**src/logic/udcc_defines.vh**
```
// Purpose: shared constants of the usb device configuration block
// Assumes: 32-bit register port, byte offsets
// Notes:   definitions only
`ifndef UDCC_DEFINES_VH
`define UDCC_DEFINES_VH

// register byte offsets
`define UDCC_OFS_DEV_CONFIG      12'h400
`define UDCC_OFS_DEV_CONTROL     12'h404
`define UDCC_OFS_BLOCK_STATUS    12'h408
`define UDCC_OFS_RD_CONFIRM_BASE 12'h21c
`define UDCC_OFS_RD_CONFIRM_STEP 12'h020

// device configuration fields
`define UDCC_CFG_RESET       32'h00000020
`define UDCC_CFG_SOFT_RST    31
`define UDCC_CFG_KEEP30      30
`define UDCC_CFG_DMA_RST     29
`define UDCC_CFG_SET_DESC    18
`define UDCC_CFG_RECFG_EN    17
`define UDCC_CFG_HALT_RESP   16
`define UDCC_CFG_HS_TRIM_HI  15
`define UDCC_CFG_HS_TRIM_LO  13
`define UDCC_CFG_FS_TRIM_HI  12
`define UDCC_CFG_FS_TRIM_LO  10
`define UDCC_CFG_PHY_FAULT   9
`define UDCC_CFG_STAT_HI     8
`define UDCC_CFG_STAT_LO     7
`define UDCC_CFG_PHY_WIDTH   5
`define UDCC_CFG_SYNC_FRAME  4
`define UDCC_CFG_SELF_PWR    3
`define UDCC_CFG_REMOTE_WAKE 2
`define UDCC_CFG_SPEED_HI    1
`define UDCC_CFG_SPEED_LO    0

// device control fields
`define UDCC_CTL_RECFG_DONE  13
`define UDCC_CTL_DMA_MODE    9

// own status register fields
`define UDCC_STS_PHY_ERROR   0

// handshake codes; defer means the endpoint control decides
`define UDCC_HS_ACK          2'h0
`define UDCC_HS_NAK          2'h1
`define UDCC_HS_STALL        2'h2
`define UDCC_HS_DEFER        2'h3

// speed codes
`define UDCC_SPD_HIGH        2'h0
`define UDCC_SPD_FULL        2'h1
`define UDCC_SPD_LOW         2'h2
`define UDCC_SPD_FULL_ALT    2'h3

// timing
`define UDCC_CLK_MHZ         100
`define UDCC_STUCK_TIME_US   2000
// turnaround limits in phy clocks: hs 8 bits per clock, fs 5 clocks per bit
`define UDCC_HS_LIMIT_BASE   7'h5c
`define UDCC_FS_LIMIT_BASE   7'h50

`endif

```
**src/logic/udcc_config_control.v**
```verilog
// Purpose: device-wide configuration and control of a usb device core
// Assumes: protocol engine strobes on core_clk; phy pins asynchronous
// Notes:   register read data appear one cycle after the read strobe
// How it works
// - writing one to bit 31 resets whole controller; reads zero
// - dma machine held in reset while bit 29 is one
// - set descriptor stalls when support bit zero, else forwarded
// - with reconfig enabled, status in of set config/interface gets nak
// - clear endpoint halt on endpoint 0: ack if bit zero, else stall
// - hs turnaround timeout counts phy clocks, 736 up to 848 bit times
// - fs turnaround timeout counts phy clocks, 16 up to 18 bit times
// - rx valid or active held 2 ms with detection on flags phy error
// - two-bit policy field steers status-out data handling
// - internal decode: data gets stall at 01/11, empty gets ack at 0x/11
// - read-only width bit: zero 8-bit, one 16-bit phy path
// - config bits report sync frame, self powered, remote wakeup
// - speed field 00 high, 01 full, 10 low, 11 full
// - in slave-only mode, access to read confirm register completes zero-length out read
// - reconfig complete write lets pending request be acked; reads zero
// - control mode bit: one dma operation, zero slave only
`timescale 1ns/1ps
`include "udcc_defines.vh"
module udcc_config_control #(
  parameter NUM_OUT_EP   = 5,
  parameter PHY_WIDE     = 1,
  parameter STUCK_CYCLES = `UDCC_STUCK_TIME_US * `UDCC_CLK_MHZ
) (
  input  wire                  core_clk,
  input  wire                  srst,
  input  wire [11:0]           regAddr,
  input  wire [31:0]           regWdata,
  input  wire                  regWrite,
  input  wire                  regRead,
  output reg  [31:0]           regRdata,
  input  wire                  phyClk,
  input  wire                  phyRxValid,
  input  wire                  phyRxActive,
  input  wire                  setDescReq,
  input  wire                  ep0HaltClearReq,
  input  wire                  cfgStatusIn,
  input  wire                  statusOutPkt,
  input  wire                  statusOutEmpty,
  input  wire                  setupInternal,
  input  wire                  turnStart,
  input  wire                  turnEnd,
  output reg                   respValid,
  output reg  [1:0]            respCode,
  output reg                   respForward,
  output reg                   turnTimeout,
  output reg                   softResetPulse,
  output wire                  coreReset,
  output wire                  dmaReset,
  output wire                  dmaMode,
  output wire                  highSpeed,
  output wire                  lowSpeed,
  output wire                  syncFrameCap,
  output wire                  selfPowered,
  output wire                  remoteWakeCap,
  output wire                  phyWide,
  output reg                   phyError,
  output reg  [NUM_OUT_EP-1:0] zeroLenReadDone
);
  // read confirm registers sit on a fixed stride from the first one
  function is_confirm;
    input [11:0] addr;
    input [11:0] ep;
    begin
      is_confirm = (addr == `UDCC_OFS_RD_CONFIRM_BASE +
                    ep * `UDCC_OFS_RD_CONFIRM_STEP);
    end
  endfunction
  reg  [31:0] devConfig;
  reg         ctlDmaMode;
  reg         recfgDone;
  reg  [2:0]  phySync0;
  reg  [2:0]  phySync1;
  reg         phyClkLast;
  reg  [6:0]  turnCount;
  reg         turnActive;
  reg  [31:0] next_rdata;
  reg  [1:0]  next_code;
  reg         next_fwd;
  reg         next_valid;
  wire        wrConfig;
  wire        wrControl;
  wire        wrStatus;
  wire [1:0]  stuckHit;
  wire [2:0]  hsTrim;
  wire [2:0]  fsTrim;
  wire [1:0]  policy;
  wire [6:0]  turnLimit;
  wire        phyClkRise;
  assign wrConfig  = regWrite && (regAddr == `UDCC_OFS_DEV_CONFIG);
  assign wrControl = regWrite && (regAddr == `UDCC_OFS_DEV_CONTROL);
  assign wrStatus  = regWrite && (regAddr == `UDCC_OFS_BLOCK_STATUS);
  // soft reset only depends on srst so it can never latch itself on
  always @(posedge core_clk)
  begin
    if (srst)
      softResetPulse <= 1'b0;
    else
      softResetPulse <= wrConfig && regWdata[`UDCC_CFG_SOFT_RST];
  end
  assign coreReset = srst | softResetPulse;
  // device configuration register
  always @(posedge core_clk)
  begin
    if (coreReset)
      devConfig <= `UDCC_CFG_RESET;
    else if (wrConfig)
    begin
      devConfig[`UDCC_CFG_SOFT_RST] <= 1'b0;
      devConfig[`UDCC_CFG_KEEP30]   <= regWdata[`UDCC_CFG_KEEP30];
      devConfig[`UDCC_CFG_DMA_RST]  <= regWdata[`UDCC_CFG_DMA_RST];
      devConfig[28:19]              <= 10'h000;
      devConfig[18:7]               <= regWdata[18:7];
      devConfig[6]                  <= 1'b0;
      devConfig[`UDCC_CFG_PHY_WIDTH] <= 1'b1;
      devConfig[4:0]                <= regWdata[4:0];
    end
  end
  assign dmaReset      = devConfig[`UDCC_CFG_DMA_RST];
  assign hsTrim        = devConfig[`UDCC_CFG_HS_TRIM_HI:`UDCC_CFG_HS_TRIM_LO];
  assign fsTrim        = devConfig[`UDCC_CFG_FS_TRIM_HI:`UDCC_CFG_FS_TRIM_LO];
  assign policy        = devConfig[`UDCC_CFG_STAT_HI:`UDCC_CFG_STAT_LO];
  assign syncFrameCap  = devConfig[`UDCC_CFG_SYNC_FRAME];
  assign selfPowered   = devConfig[`UDCC_CFG_SELF_PWR];
  assign remoteWakeCap = devConfig[`UDCC_CFG_REMOTE_WAKE];
  assign phyWide       = (PHY_WIDE != 0);
  // 01 and 11 both decode to full speed
  assign highSpeed = devConfig[1:0] == `UDCC_SPD_HIGH;
  assign lowSpeed  = devConfig[1:0] == `UDCC_SPD_LOW;
  // device control: mode bit stored, reconfig complete is a write event
  always @(posedge core_clk)
  begin
    if (coreReset)
      ctlDmaMode <= 1'b0;
    else if (wrControl)
      ctlDmaMode <= regWdata[`UDCC_CTL_DMA_MODE];
  end
  assign dmaMode = ctlDmaMode;
  // read confirm strobes count only in slave-only operation
  genvar ep;
  generate
    for (ep = 0; ep < NUM_OUT_EP; ep = ep + 1)
    begin : g_confirm
      always @(posedge core_clk)
      begin
        if (coreReset)
          zeroLenReadDone[ep] <= 1'b0;
        else
          zeroLenReadDone[ep] <= (regWrite || regRead) && !ctlDmaMode &&
                                 is_confirm(regAddr, ep);
      end
    end
  endgenerate
  // register read path, one cycle latency
  always @*
  begin
    next_rdata = 32'h00000000;
    if (regAddr == `UDCC_OFS_DEV_CONFIG)
    begin
      next_rdata = devConfig;
      next_rdata[`UDCC_CFG_SOFT_RST]  = 1'b0;
      next_rdata[`UDCC_CFG_PHY_WIDTH] = phyWide;
    end
    else if (regAddr == `UDCC_OFS_DEV_CONTROL)
    begin
      // reconfig complete always reads zero
      next_rdata[`UDCC_CTL_DMA_MODE] = ctlDmaMode;
    end
    else if (regAddr == `UDCC_OFS_BLOCK_STATUS)
      next_rdata[`UDCC_STS_PHY_ERROR] = phyError;
  end
  always @(posedge core_clk)
  begin
    if (coreReset)
      regRdata <= 32'h00000000;
    else if (regRead)
      regRdata <= next_rdata;
    else
      regRdata <= 32'h00000000;
  end
  // phy pins: two flops before any logic looks at them
  always @(posedge core_clk)
  begin
    if (coreReset)
    begin
      phySync0   <= 3'h0;
      phySync1   <= 3'h0;
      phyClkLast <= 1'b0;
    end
    else
    begin
      phySync0   <= {phyClk, phyRxActive, phyRxValid};
      phySync1   <= phySync0;
      phyClkLast <= phySync1[2];
    end
  end
  assign phyClkRise = phySync1[2] && !phyClkLast;
  // stuck receive detection, one detector per phy receive signal
  genvar sg;
  generate
    for (sg = 0; sg < 2; sg = sg + 1)
    begin : g_stuck
      udcc_stuck_detect #(
        .CYCLES (STUCK_CYCLES),
        .CW     (32)
      ) u_stuck (
        .clk    (core_clk),
        .rst    (coreReset),
        .enable (devConfig[`UDCC_CFG_PHY_FAULT]),
        .level  (phySync1[sg]),
        .stuck  (stuckHit[sg])
      );
    end
  endgenerate
  // sticky phy error; a new hit wins over a write-one clear
  always @(posedge core_clk)
  begin
    if (coreReset)
      phyError <= 1'b0;
    else if (|stuckHit)
      phyError <= 1'b1;
    else if (wrStatus && regWdata[`UDCC_STS_PHY_ERROR])
      phyError <= 1'b0;
  end
  // turnaround limit in phy clocks; low speed shares the fs limit
  assign turnLimit = highSpeed ?
    (`UDCC_HS_LIMIT_BASE + {3'h0, hsTrim, 1'b0}) :
    (`UDCC_FS_LIMIT_BASE + {4'h0, fsTrim} +
     {5'h00, fsTrim[2:1]});
  always @(posedge core_clk)
  begin
    if (coreReset)
    begin
      turnActive  <= 1'b0;
      turnCount   <= 7'h00;
      turnTimeout <= 1'b0;
    end
    else
    begin
      turnTimeout <= 1'b0;
      if (turnStart)
      begin
        turnActive <= 1'b1;
        turnCount  <= 7'h00;
      end
      else if (turnEnd)
        turnActive <= 1'b0;
      else if (turnActive && phyClkRise)
      begin
        if (turnCount + 7'h01 >= turnLimit)
        begin
          turnTimeout <= 1'b1;
          turnActive  <= 1'b0;
        end
        else
          turnCount <= turnCount + 7'h01;
      end
    end
  end
  // handshake decision; one request per cycle, earlier checks win
  always @*
  begin
    next_valid = 1'b1;
    next_code  = `UDCC_HS_DEFER;
    next_fwd   = 1'b0;
    if (setDescReq)
    begin
      if (devConfig[`UDCC_CFG_SET_DESC])
        next_fwd = 1'b1;
      else
        next_code = `UDCC_HS_STALL;
    end
    else if (ep0HaltClearReq)
      next_code = devConfig[`UDCC_CFG_HALT_RESP] ?
                  `UDCC_HS_STALL : `UDCC_HS_ACK;
    else if (cfgStatusIn)
      next_code = (devConfig[`UDCC_CFG_RECFG_EN] && !recfgDone) ?
                  `UDCC_HS_NAK : `UDCC_HS_ACK;
    else if (statusOutPkt)
    begin
      // reserved policy 10 falls back to the endpoint's own control
      next_fwd = 1'b1;
      if (statusOutEmpty)
      begin
        if (setupInternal && policy != 2'h2)
        begin
          next_code = `UDCC_HS_ACK;
          next_fwd  = 1'b0;
        end
      end
      else if (policy == 2'h3)
      begin
        next_code = `UDCC_HS_STALL;
        next_fwd  = 1'b0;
      end
      else if (setupInternal && policy == 2'h1)
        next_code = `UDCC_HS_STALL;
    end
    else
      next_valid = 1'b0;
  end
  always @(posedge core_clk)
  begin
    if (coreReset)
    begin
      respValid   <= 1'b0;
      respCode    <= `UDCC_HS_DEFER;
      respForward <= 1'b0;
    end
    else
    begin
      respValid   <= next_valid;
      respCode    <= next_code;
      respForward <= next_fwd;
    end
  end
  // completion flag: an ack given to status in consumes it, a fresh
  // write in the same cycle wins
  always @(posedge core_clk)
  begin
    if (coreReset)
      recfgDone <= 1'b0;
    else if (wrControl && regWdata[`UDCC_CTL_RECFG_DONE])
      recfgDone <= 1'b1;
    else if (cfgStatusIn && !setDescReq && !ep0HaltClearReq &&
             next_code == `UDCC_HS_ACK)
      recfgDone <= 1'b0;
  end
endmodule // udcc_config_control

```
**src/logic/udcc_stuck_detect.v**
```verilog
// Purpose: flags a level held high without a break for a set time
// Assumes: level already synchronised to clk
// Notes:   one pulse per unbroken stretch
`timescale 1ns/1ps
module udcc_stuck_detect #(
  parameter CYCLES = 200000,
  parameter CW     = 18
) (
  input  wire clk,
  input  wire rst,
  input  wire enable,
  input  wire level,
  output reg  stuck
);
  reg [CW-1:0] count;
  reg          fired;

  always @(posedge clk)
  begin
    if (rst)
    begin
      count <= {CW{1'b0}};
      fired <= 1'b0;
      stuck <= 1'b0;
    end
    else
    begin
      stuck <= 1'b0;
      // any break in the level, or disabling, restarts the measurement
      if (!enable || !level)
      begin
        count <= {CW{1'b0}};
        fired <= 1'b0;
      end
      else if (!fired)
      begin
        if (count == CYCLES[CW-1:0] - {{(CW-1){1'b0}}, 1'b1})
        begin
          stuck <= 1'b1;
          fired <= 1'b1;
        end
        else
          count <= count + {{(CW-1){1'b0}}, 1'b1};
      end
    end
  end
endmodule // udcc_stuck_detect

```
**config.mk**
```make
export PLATFORM = sky130hd
export DESIGN_NAME = udcc_config_control
export DESIGN_NICKNAME = d
export VERILOG_FILES = /design/src/logic/udcc_config_control.v /design/src/logic/udcc_stuck_detect.v
export VERILOG_INCLUDE_DIRS = /design/src /design/src/logic
export SDC_FILE = /design/constraint.sdc
export NUM_CORES = 1
export LEC_CHECK = 0
export ABC_AREA = 1
export BUFFER_PORTS_ARGS = -buffer_cell sky130_fd_sc_hd__buf_2
export CAP_MARGIN = 15
export CORE_AREA = 4 4 157 143
export DETAILED_ROUTE_END_ITERATION = 8
export DIE_AREA = 0 0 161 147
export SYNTH_ARGS = -nofsm -noshare
export SYNTH_HDL_FRONTEND = slang
export SYNTH_SLANG_ARGS = --single-unit
```
**constraint.sdc**
```tcl
create_clock -name core_clk -period 2.1 [get_ports core_clk]
set_input_delay 0.42 -clock core_clk [delete_from_list [all_inputs] [get_ports core_clk]]
set_output_delay 0.42 -clock core_clk [all_outputs]
set_load 0.01 [all_outputs]
```
==> flow_metrics.env, run 1 <==
export IMPL_fp_coreArea_sq_um=20800
export IMPL_cts_sinks=136
export IMPL_cts_htree_levels=4
export IMPL_syn_area_sq_um=7190
export IMPL_overflow=0
export IMPL_fillers=2165
export IMPL_place_ws_ns=-0.223
export IMPL_drc=0
export IMPL_clk_latency_ns=0.43
export IMPL_cts_buffers=17
export IMPL_max_freq_ghz=0.424
export IMPL_grt_pass1_vias=6241
export IMPL_area_growth_pct=22.4
export IMPL_slowest_delay_ns=0.36
export IMPL_route_vias_total=6931
export IMPL_path_class="flip-flop to flip-flop"
export IMPL_drv_slew=0
export IMPL_crit_top_cell="nand2_1"
export IMPL_tightest_slew_ns=0.607
export IMPL_place_port_buffers=86
export IMPL_synthCells=1080
export IMPL_synth_area_top_cells="dfxtp_1 38%, nand2_1 16%, nor2_1 6.9%"
export IMPL_grt_pass1_wl_mm=30.1
export IMPL_via_per_inst=4.63
export IMPL_synth_area_per_cell_sq_um=6.65
export IMPL_finalCriticalPeriod_ns=2.36
export IMPL_yosys_top_cells_count="304 x nand2_1, 136 x dfxtp_1, 133 x nor2_1, 128 x inv_1, 79 x a21oi_1"
export IMPL_p_per_area_nw_per_um2=656
export IMPL_dr_pass1_iters=5
export IMPL_status="finished, violations left"
export IMPL_ios=112
export IMPL_slowest_stage="dfxtp_4"
export IMPL_synth_largest_area_cell="dfxtp_1"
export IMPL_setup_viol=9
export IMPL_synthDistinctLibCells=35
export IMPL_grt_max_degree=39
export IMPL_cp_required_ns=2.40
export IMPL_yosys_most_used_dff="dfxtp_1"
export IMPL_tritoncts="built"
export IMPL_finalSetupTns_ns=-2.10
export IMPL_die_w_microns=161
export IMPL_yosysSeqAreaShare_pct=37.9
export IMPL_min_path_type="primary input to flip-flop"
export IMPL_dpl_hpwl_mm=13.7
export IMPL_synth_warnings=0
export IMPL_startpoint_type="flip-flop"
export IMPL_start_util_pct=34.6
export IMPL_leakage_nw=3.45
export IMPL_layout_setup_ws_ns=-0.256
export IMPL_path_cells="ha_4 > fa_2 > xor2_1 > o21ai_1 > ha_1 > nand2_1 > inv_1 > nand2_1 > nand2_1 > nand2_1 > nand2_1 > nand2_1 > nand2_2 > nand2_4 > nand2_4 > nand2_1 > a21oi_1"
export IMPL_wire_per_inst_microns=12.1
export IMPL_grt_setup_unrepaired="yes"
export IMPL_drtIter0Drc=391
export IMPL_rows=50
export IMPL_ys_ff_latch=136
export IMPL_synth_top_cell_area_share_pct=37.9
export IMPL_clk_path_buf_depth=2
export IMPL_hold_viol=0
export IMPL_antenna_found_initial=1
export IMPL_worstPathArrival_ns=2.66
export IMPL_finish_net_count=1270
export IMPL_critPathMaxFanout=9
export IMPL_clk_pin_slew_worst_paths_ns=0.07
export IMPL_finalClockSkew_ns=0.0130
export IMPL_grt_usage_pct=15.3
export IMPL_synthArstFlopShare_pct=0
export IMPL_maxCapViolations=0
export IMPL_peakVddDrop_mv=0.509
export IMPL_violations="negative setup slack"
export IMPL_gp_congestion=0.963
export IMPL_synth_most_common_cell="nand2_1"
export IMPL_ant_nets=0
export IMPL_die_h_microns=147
export IMPL_cts_root_buffer="clkbuf_16"
export IMPL_drt_wl_total_mm=18.1
export IMPL_drive_above_1_share_pct=16.5
export IMPL_synth_enable_flop_cells=0
export IMPL_endpoint_kind="flip-flop"
export IMPL_dieArea_sq_um=23700
export IMPL_timing_slew_headroom_pct=59.4
export IMPL_hold_buffers=0
export IMPL_period_share_pct=112
-- cells in the final DEF, fill, tap and decap left out, types with 3 or more instances in the layout --
cell type and instances:
o21ai_0 28, nor2_2 3, o21ai_1 3, nand2_1 303, nand3b_1 3, buf_2 86
inv_8 4, nor3_1 33, ha_1 10, nand3_2 3, clkbuf_16 17, a21oi_2 10
a21oi_1 78, xnor2_1 6, inv_6 3, conb_1 13, buf_4 42, inv_1 128
nor3_2 6, dfxtp_1 135, nand2_2 5, nor4_1 5, nand3_1 62, nand4_1 30
nor2_1 133, clkinv_8 6, xor2_1 32
-- power breakdown --
group | internal, mW | leakage, nW | switching, mW | total (mW)
logic | 0.0561 | 2.05 | 0.0824 | 0.138
clock network | 1.63 | 0.300 | 1.41 | 3.04
registers | 2.59 | 1.10 | 0.00268 | 2.59
total | 4.27 | 3.45 | 1.50 | 5.77
-- cell families after synthesis --
| group | share of synthesized area [%] |
|---|---|
| buf+inv | 10.3 |
| xor+xnor | 4.63 |
| other cells | 0.104 |
| fa+ha+maj | 2.37 |
| flops | 37.9 |
| compound gates | 9.35 |
| simple gates | 35.3 |
-- critical path: cells and delay by family, from the launching register on --
family | cells | cell delay (ns)
XOR/XNOR | 1 | 0.14
adder cells (fa/ha/maj) | 3 | 0.76
AO/OA/AOI/OAI | 2 | 0.21
flip-flops | 1 | 0.36
AND/OR/NAND/NOR | 10 | 0.72
buffers and inverters | 1 | 0.04
-- registers in the layout (all words and copies together) (netlist names) --
signal,count
g_stuck.u_stuck.count,64
regRdata,20
devConfig,19
turnCount,7
zeroLenReadDone,5
phySync0,3
phySync1,3
g_stuck.u_stuck.fired,2
g_stuck.u_stuck.stuck,2
respCode,2
dmaMode,1
phyClkLast,1
phyError,1
recfgDone,1
respForward,1
respValid,1
softResetPulse,1
turnActive,1
turnTimeout,1
-- per-stage QoR --
stage | utilization, % | instance area [sq um] | power, mW | std cells | hold WS [ns]
final | 42.3 | 8790 | 5.77 | 1498 | 0.162
after detailed placement | 39.2 | 8150 | 2.79 | 1464 | 0.397
after global placement | 39.2 | 8150 | 2.79 | 1464 | 0.399
after global routing | 42.3 | 8790 | 6.01 | 1498 | 0.155
after floorplan | - | 7260 | 2.73 | 1091 | 0.394
after CTS | 42.3 | 8780 | 5.85 | 1497 | 0.145
-- cell type report --
type,count,area (sq um),area share (%)
multi-input cells,782,3800,43.2
flip-flops and latches,136,2730,31.0
repair buffers,131,797,9.06
inverters,130,488,5.55
clock buffers,17,425,4.84
well taps,286,358,4.07
clock inverters,15,194,2.21
diodes,1,2.50,0.0285
-- path summary, 6_finish.rpt --
check,from,to,slack (ns),cells past startpoint
setup / recovery,devConfig[11]$_SDFFE_PP0P_,turnCount[4]$_SDFFE_PP0P_,-0.26,17
hold / removal,srst,softResetPulse$_SDFF_PP0_,0.16,2
setup reg to reg,devConfig[11]$_SDFFE_PP0P_,turnCount[4]$_SDFFE_PP0P_,-0.26,17
hold reg to reg,phySync0[2]$_SDFF_PP0_,phySync1[2]$_SDFF_PP0_,0.41,2
-- per-layer routing --
layer / share of wire (%) / vias up / GRT usage, %
met3: 4.6 / 20 / 3.09
met5: 0 / - / 0
met2: 46 / 152 / 24.0
met1: 48 / 3102 / 21.1
met4: 1.4 / 0 / 4.78
li1: - / 3657 / -
-- what timing repair did --
item,4_1_cts,5_1_grt
endpoints found under the setup margin,9,32
setup buffers,1,0
cloned,0,0
resized for setup,0,4
pin swaps,1,0
(Power assumes the default switching activity.)
==> run 2, diff against run 1 <==
--- a/config.mk
+++ b/config.mk
@@ -12,6 +12,7 @@
 export CORE_AREA = 4 4 157 143
 export DETAILED_ROUTE_END_ITERATION = 8
 export DIE_AREA = 0 0 161 147
+export RECOVER_POWER = 25
 export SYNTH_ARGS = -nofsm -noshare
 export SYNTH_HDL_FRONTEND = slang
 export SYNTH_SLANG_ARGS = --single-unit
==> constraint.sdc (replaced) <==
create_clock -name core_clk -period 1.9 [get_ports core_clk]
set_input_delay 0.38 -clock core_clk [delete_from_list [all_inputs] [get_ports core_clk]]
set_output_delay 0.38 -clock core_clk [all_outputs]
set_load 0.01 [all_outputs]
==> run 2 against run 1 <==
  * The run still ends with negative setup slack left
  * Register-to-register slack worse by 0.13 ns
  * Design area rose by 2.7%
  * Clock power increased by 11%
  * Utilization rose by 1.2 points
  * Non-clock buffer count up 28
  * Maximum frequency is 3.0% higher
  * First-iteration DRC count is 0.26% higher
  * Worst setup slack got worse by 0.13 ns
  * Flip-flop and latch count unchanged
==> flow_metrics.env, run 2 (same netlist as run 1, synthesis figures left out) <==
export IMPL_hold_buffers=0
export IMPL_final_common_cell="nand2_1"
export IMPL_dp_cells=1491
export IMPL_dieArea_sq_um=23700
export IMPL_largest_register="g_stuck.u_stuck.count"
export IMPL_p_per_area_nw_per_um2=707
export IMPL_wl_met3_microns=868
export IMPL_grt_usage_pct=16.3
export IMPL_ant_nets=0
export IMPL_drc=0
export IMPL_cts_htree_levels=4
export IMPL_period_share_pct=120
export IMPL_most_common_layout_cells="302 x nand2_1, 134 x dfxtp_1, 130 x nor2_1, 128 x inv_1, 78 x a21oi_1"
export IMPL_crit_cells=17
export IMPL_startpoint_type="flip-flop"
export IMPL_hold_start="srst"
export IMPL_via_per_inst=4.64
export IMPL_ios=112
export IMPL_ff2ff_setup_slack_ns=-0.39
export IMPL_finish_net_count=1299
export IMPL_start_util_pct=34.6
export IMPL_min_path_type="primary input to flip-flop"
export IMPL_grt_pass1_vias=6870
export IMPL_drt_wl_total_mm=18.9
export IMPL_place_port_buffers=86
export IMPL_total_power_mw=6.39
export IMPL_drtIter0Drc=392
export IMPL_critPathBufInv=1
export IMPL_rows=50
export IMPL_drv_slew=0
export IMPL_layout_cells_non_filler=1526
export IMPL_cts_sinks=136
export IMPL_reg_top3="g_stuck.u_stuck.count x64, regRdata x20, devConfig x19"
export IMPL_met1Wirelength_mm=9.14
export IMPL_gp_congestion=0.964
export IMPL_regArea_sq_um=2730
export IMPL_slowest_stage="dfxtp_4"
export IMPL_drive_above_1_share_pct=16.8
export IMPL_clk_path_buf_depth=2
export IMPL_finalClockSkew_ns=0.0137
export IMPL_critPathCapture="turnCount[2]$_SDFFE_PP0P_"
export IMPL_die_h_microns=147
export IMPL_critPathMaxFanout=7
export IMPL_status="finished, violations left"
export IMPL_dr_pass1_iters=5
export IMPL_maxCapViolations=0
export IMPL_reg2reg_depth=17
export IMPL_max_freq_ghz=0.437
export IMPL_largest_register_ffs=64
export IMPL_routed_wl_met2_mm=8.53
export IMPL_fp_coreArea_sq_um=20800
export IMPL_route_vias_total=7077
export IMPL_grt_setup_unrepaired="yes"
export IMPL_fillers=2229
export IMPL_antenna_cells=0
export IMPL_cp_startpoint="devConfig[11]$_SDFFE_PP0P_"
export IMPL_layout_setup_ws_ns=-0.387
export IMPL_grt_pass1_wl_mm=32.3
export IMPL_finalSetupTns_ns=-3.10
export IMPL_grt_max_degree=39
export IMPL_path_class="flip-flop to flip-flop"
export IMPL_timing_slew_headroom_pct=56.3
export IMPL_leakage_nw=3.53
export IMPL_wire_per_inst_microns=12.4
export IMPL_clk_latency_ns=0.43
export IMPL_finalCriticalPeriod_ns=2.29
export IMPL_endpoint_kind="flip-flop"
export IMPL_final_core_util_pct=43.5
export IMPL_antenna_found_initial=0
export IMPL_multi_input_area_sq_um=3850
export IMPL_crit_top_cell="nand2_1"
export IMPL_cts_buffers=17
export IMPL_violations="negative setup slack"
export IMPL_peakVddDrop_mv=0.546
export IMPL_tightest_slew_ns=0.655
export IMPL_dpl_hpwl_mm=14.1
export IMPL_cts_root_buffer="clkbuf_16"
export IMPL_worstPathArrival_ns=2.60
export IMPL_area_growth_pct=25.7
export IMPL_hold_viol=0
export IMPL_clk_pin_slew_worst_paths_ns=0.07
export IMPL_top_layer="met4"
export IMPL_tritoncts="built"
export IMPL_slowest_delay_ns=0.36
export IMPL_die_w_microns=161
export IMPL_cp_required_ns=2.21
export IMPL_path_cells="ha_4 > fa_2 > xor2_1 > o21ai_1 > ha_1 > nand2_1 > inv_1 > nand2_1 > nand2_1 > nand2_1 > nand2_1 > nand2_2 > nand2_4 > nand2_4 > nand2_4 > nand2_1 > a21oi_1"
export IMPL_reg2reg_to="turnCount[2]$_SDFFE_PP0P_"
export IMPL_cp_top_family="adder cells"
export IMPL_overflow=0
export IMPL_setup_viol=9
export IMPL_r2r_start="devConfig[11]$_SDFFE_PP0P_"
## run 2: cell type report
class                   count  area share, %
multi-input cells         783           42.6
clock buffers              17           4.71
well taps                 286           3.96
inverters                 130           5.40
clock inverters            15           2.17
flip-flops and latches    136           30.2
repair buffers            159           11.0
## run 2: worst reg2reg max path, delay by kind of cell (launching register included)
family	cells	cell delay, ns
xor gates and xnor gates	1	0.14
adders and majority gates	3	0.75
AOI/OAI and AO/OA	2	0.19
DFF	1	0.36
buffers and inverters	1	0.03
and+or+nand+nor	10	0.68
## run 2: worst min-delay path by stage
stage,end,slack [ns],depth (start not counted)
floorplan,phySync1[0]$_SDFF_PP0_,0.39,2
global placement,phySync1[0]$_SDFF_PP0_,0.40,2
detailed placement,phySync1[0]$_SDFF_PP0_,0.40,2
CTS,softResetPulse$_SDFF_PP0_,0.10,2
global route,softResetPulse$_SDFF_PP0_,0.11,2
finish,softResetPulse$_SDFF_PP0_,0.12,2
## run 2: layer usage
layer	vias up	GRT usage [%]
li1	3714	-
met1	3186	21.9
met2	145	25.9
met3	32	3.56
met4	0	5.71
met5	-	0
## run 2: repair_timing
action                                  4_1_cts  5_1_grt
gates resized for setup                       0       15
setup buffers                                 0        2
pin swaps                                     0        2
endpoints found under the setup margin        9       64
gates cloned                                  1        0
## run 2: power breakdown
group	switching, mW	leakage (nW)	internal [mW]
Combinational	0.0933	2.13	0.0606
Sequential	0.00293	1.10	2.86
Clock	1.57	0.301	1.80
## run 2: stage by stage
stage          hold slack (ns)  instance area [sq um]  setup WS [ns]
5_1_grt                  0.106                   9030         -0.577
4_1_cts                  0.104                   9020         -0.395
3_3_place_gp             0.403                   8390         -0.324
2_1_floorplan            0.394                   7260         -0.238
6_report                 0.117                   9030         -0.387
3_5_place_dp             0.402                   8390         -0.393
==> run 3, diff against run 2 <==
--- a/config.mk
+++ b/config.mk
@@ -16,3 +16,4 @@
 export SYNTH_ARGS = -nofsm -noshare
 export SYNTH_HDL_FRONTEND = slang
 export SYNTH_SLANG_ARGS = --single-unit
+export TNS_END_PERCENT = 20
==> constraint.sdc (replaced) <==
create_clock -name core_clk -period 2.9 [get_ports core_clk]
set_input_delay 0.58 -clock core_clk [delete_from_list [all_inputs] [get_ports core_clk]]
set_output_delay 0.58 -clock core_clk [all_outputs]
set_load 0.01 [all_outputs]
==> run 3 against run 2 <==
  * The run now ends clean
  * Register-to-register slack improved by 0.74 ns
  * Sequential share of layout area rose by 2.2 points
  * Routed wire length fell by 5.5%
  * Critical path depth did not move
  * Non-clock buffer count fell by 64
  * Sequential power fell by 34%
  * Critical path type unchanged
==> flow_metrics.env, run 3 (same netlist as run 1, synthesis figures left out) <==
export IMPL_status="finished clean"
export IMPL_cp_top_family="adder cells"
export IMPL_start_util_pct=34.6
export IMPL_ios=112
export IMPL_cp_required_ns=3.20
export IMPL_finish_net_count=1234
export IMPL_endpoint_kind="flip-flop"
export IMPL_path_class="flip-flop to flip-flop"
export IMPL_cts_htree_levels=4
export IMPL_most_common_layout_cells="304 x nand2_1, 136 x dfxtp_1, 133 x nor2_1, 128 x inv_1, 79 x a21oi_1"
export IMPL_drc=0
export IMPL_crit_top_cell="nand2_1"
export IMPL_post_cts_buffers=0
export IMPL_area_growth_pct=17.0
export IMPL_finalClockSkew_ns=0.0120
export IMPL_slowest_stage="fa_1"
export IMPL_tritoncts="built"
export IMPL_final_common_cell="nand2_1"
export IMPL_placed_cell_area_sq_um=7830
export IMPL_clk_path_buf_depth=2
export IMPL_slowest_delay_ns=0.37
export IMPL_timing_slew_headroom_pct=37.7
export IMPL_reg2reg_to="turnCount[4]$_SDFFE_PP0P_"
export IMPL_routed_wl_met2_mm=8.16
export IMPL_r2r_start="devConfig[11]$_SDFFE_PP0P_"
export IMPL_antenna_found_initial=0
export IMPL_drive_above_1_share_pct=10.6
export IMPL_maxCapViolations=0
export IMPL_dpl_hpwl_mm=13.2
export IMPL_final_core_util_pct=40.5
export IMPL_min_path_type="primary input to flip-flop"
export IMPL_die_h_microns=147
export IMPL_cts_sinks=136
export IMPL_critPathMaxFanout=9
export IMPL_place_port_buffers=86
export IMPL_crit_cells=17
export IMPL_gp_congestion=0.938
export IMPL_max_freq_ghz=0.393
export IMPL_grt_setup_unrepaired="no"
export IMPL_grt_pass1_vias=6396
export IMPL_tightest_slew_ns=0.934
export IMPL_route_vias_total=6838
export IMPL_antenna_cells=0
export IMPL_overflow=0
export IMPL_reg_top3="g_stuck.u_stuck.count x64, regRdata x20, devConfig x19"
export IMPL_critPathBufInv=1
export IMPL_hold_buffers=0
export IMPL_largest_register="g_stuck.u_stuck.count"
export IMPL_finalSetupTns_ns=0
export IMPL_worstPathArrival_ns=2.85
export IMPL_grt_pass1_wl_mm=30.4
export IMPL_path_cells="ha_1 > fa_1 > xor2_1 > o21ai_0 > ha_1 > nand2_1 > inv_1 > nand2_1 > nand2_1 > nand2_1 > nand2_1 > nand2_1 > nand2_1 > nand2_2 > nand2_2 > nand2_1 > a21oi_1"
export IMPL_period_share_pct=87.7
export IMPL_finalCriticalPeriod_ns=2.54
export IMPL_startpoint_type="flip-flop"
export IMPL_cts_buffers=17
export IMPL_drtIter0Drc=402
export IMPL_peakVddDrop_mv=0.368
export IMPL_met1Wirelength_mm=8.73
export IMPL_largest_register_ffs=64
export IMPL_grt_usage_pct=15.4
export IMPL_grt_max_degree=39
export IMPL_wl_met3_microns=678
export IMPL_cts_repair_resize_count=0
export IMPL_cts_root_buffer="clkbuf_16"
export IMPL_p_per_area_nw_per_um2=505
export IMPL_die_w_microns=161
export IMPL_wire_per_inst_microns=12.2
export IMPL_cp_startpoint="devConfig[11]$_SDFFE_PP0P_"
export IMPL_hold_viol=0
export IMPL_drt_wl_total_mm=17.9
export IMPL_top_layer="met4"
export IMPL_fp_coreArea_sq_um=20800
export IMPL_setup_viol=0
export IMPL_clk_pin_slew_worst_paths_ns=0.07
export IMPL_ff2ff_setup_slack_ns=0.36
export IMPL_critPathCapture="turnCount[4]$_SDFFE_PP0P_"
export IMPL_drv_slew=0
export IMPL_clk_latency_ns=0.42
export IMPL_leakage_nw=3.11
export IMPL_holdWs_ns=0.326
export IMPL_rows=50
export IMPL_dr_pass1_iters=5
export IMPL_hold_start="srst"
export IMPL_dieArea_sq_um=23700
export IMPL_reg2reg_depth=17
export IMPL_fin_area_sq_um=8410
export IMPL_ant_nets=0
export IMPL_via_per_inst=4.68
[run 3: changes by cell type in the layout (fill, tap and decap cells not counted), moves of 4 or more]
cell | previous run | this run
buf_4 | 65 | 7
clkinv_8 | 7 | 1
clkbuf_1 | 28 | 33
buf_12 | 4 | 0
buf_2 | 59 | 55
nand2_4 | 4 | 0
[run 3: layout make-up]
cell class                      count  area [sq um]
Clock inverter                     15           196
Inverter                          130           488
Fill cell                        2257         12400
Timing Repair Buffer               95           452
Multi-Input combinational cell    782          3760
Tap cell                          286           358
Clock buffer                       17           425
Sequential cell                   136          2720
[run 3: metal layers]
layer	track usage, %	vias up
met2	25.1	123
met4	4.52	0
li1	-	3579
met3	3.65	18
met5	0	-
met1	20.3	3118
[run 3: worst min-delay path by stage]
stage | endpoint | slack, ns | cells after the start
5_1_grt | softResetPulse$_SDFF_PP0_ | 0.32 | 2
2_1_floorplan | phySync1[0]$_SDFF_PP0_ | 0.39 | 2
4_1_cts | softResetPulse$_SDFF_PP0_ | 0.31 | 2
3_3_place_gp | phySync1[1]$_SDFF_PP0_ | 0.40 | 2
3_5_place_dp | phySync1[1]$_SDFF_PP0_ | 0.40 | 2
6_report | softResetPulse$_SDFF_PP0_ | 0.33 | 2
[run 3: where the power goes]
part,internal (mW),total (mW),switching (mW)
clock,1.32,2.27,0.948
combinational,0.0374,0.0967,0.0593
sequential,1.88,1.88,0.00231
[run 3: through the flow]
stage	setup slack, ns	power (mW)	cells
detailed placement	0.368	2.02	1429
global placement	0.383	2.02	1429
global route	0.0636	4.41	1461
finish	0.356	4.24	1461
CTS	0.340	4.31	1461
floorplan	0.630	1.98	1091
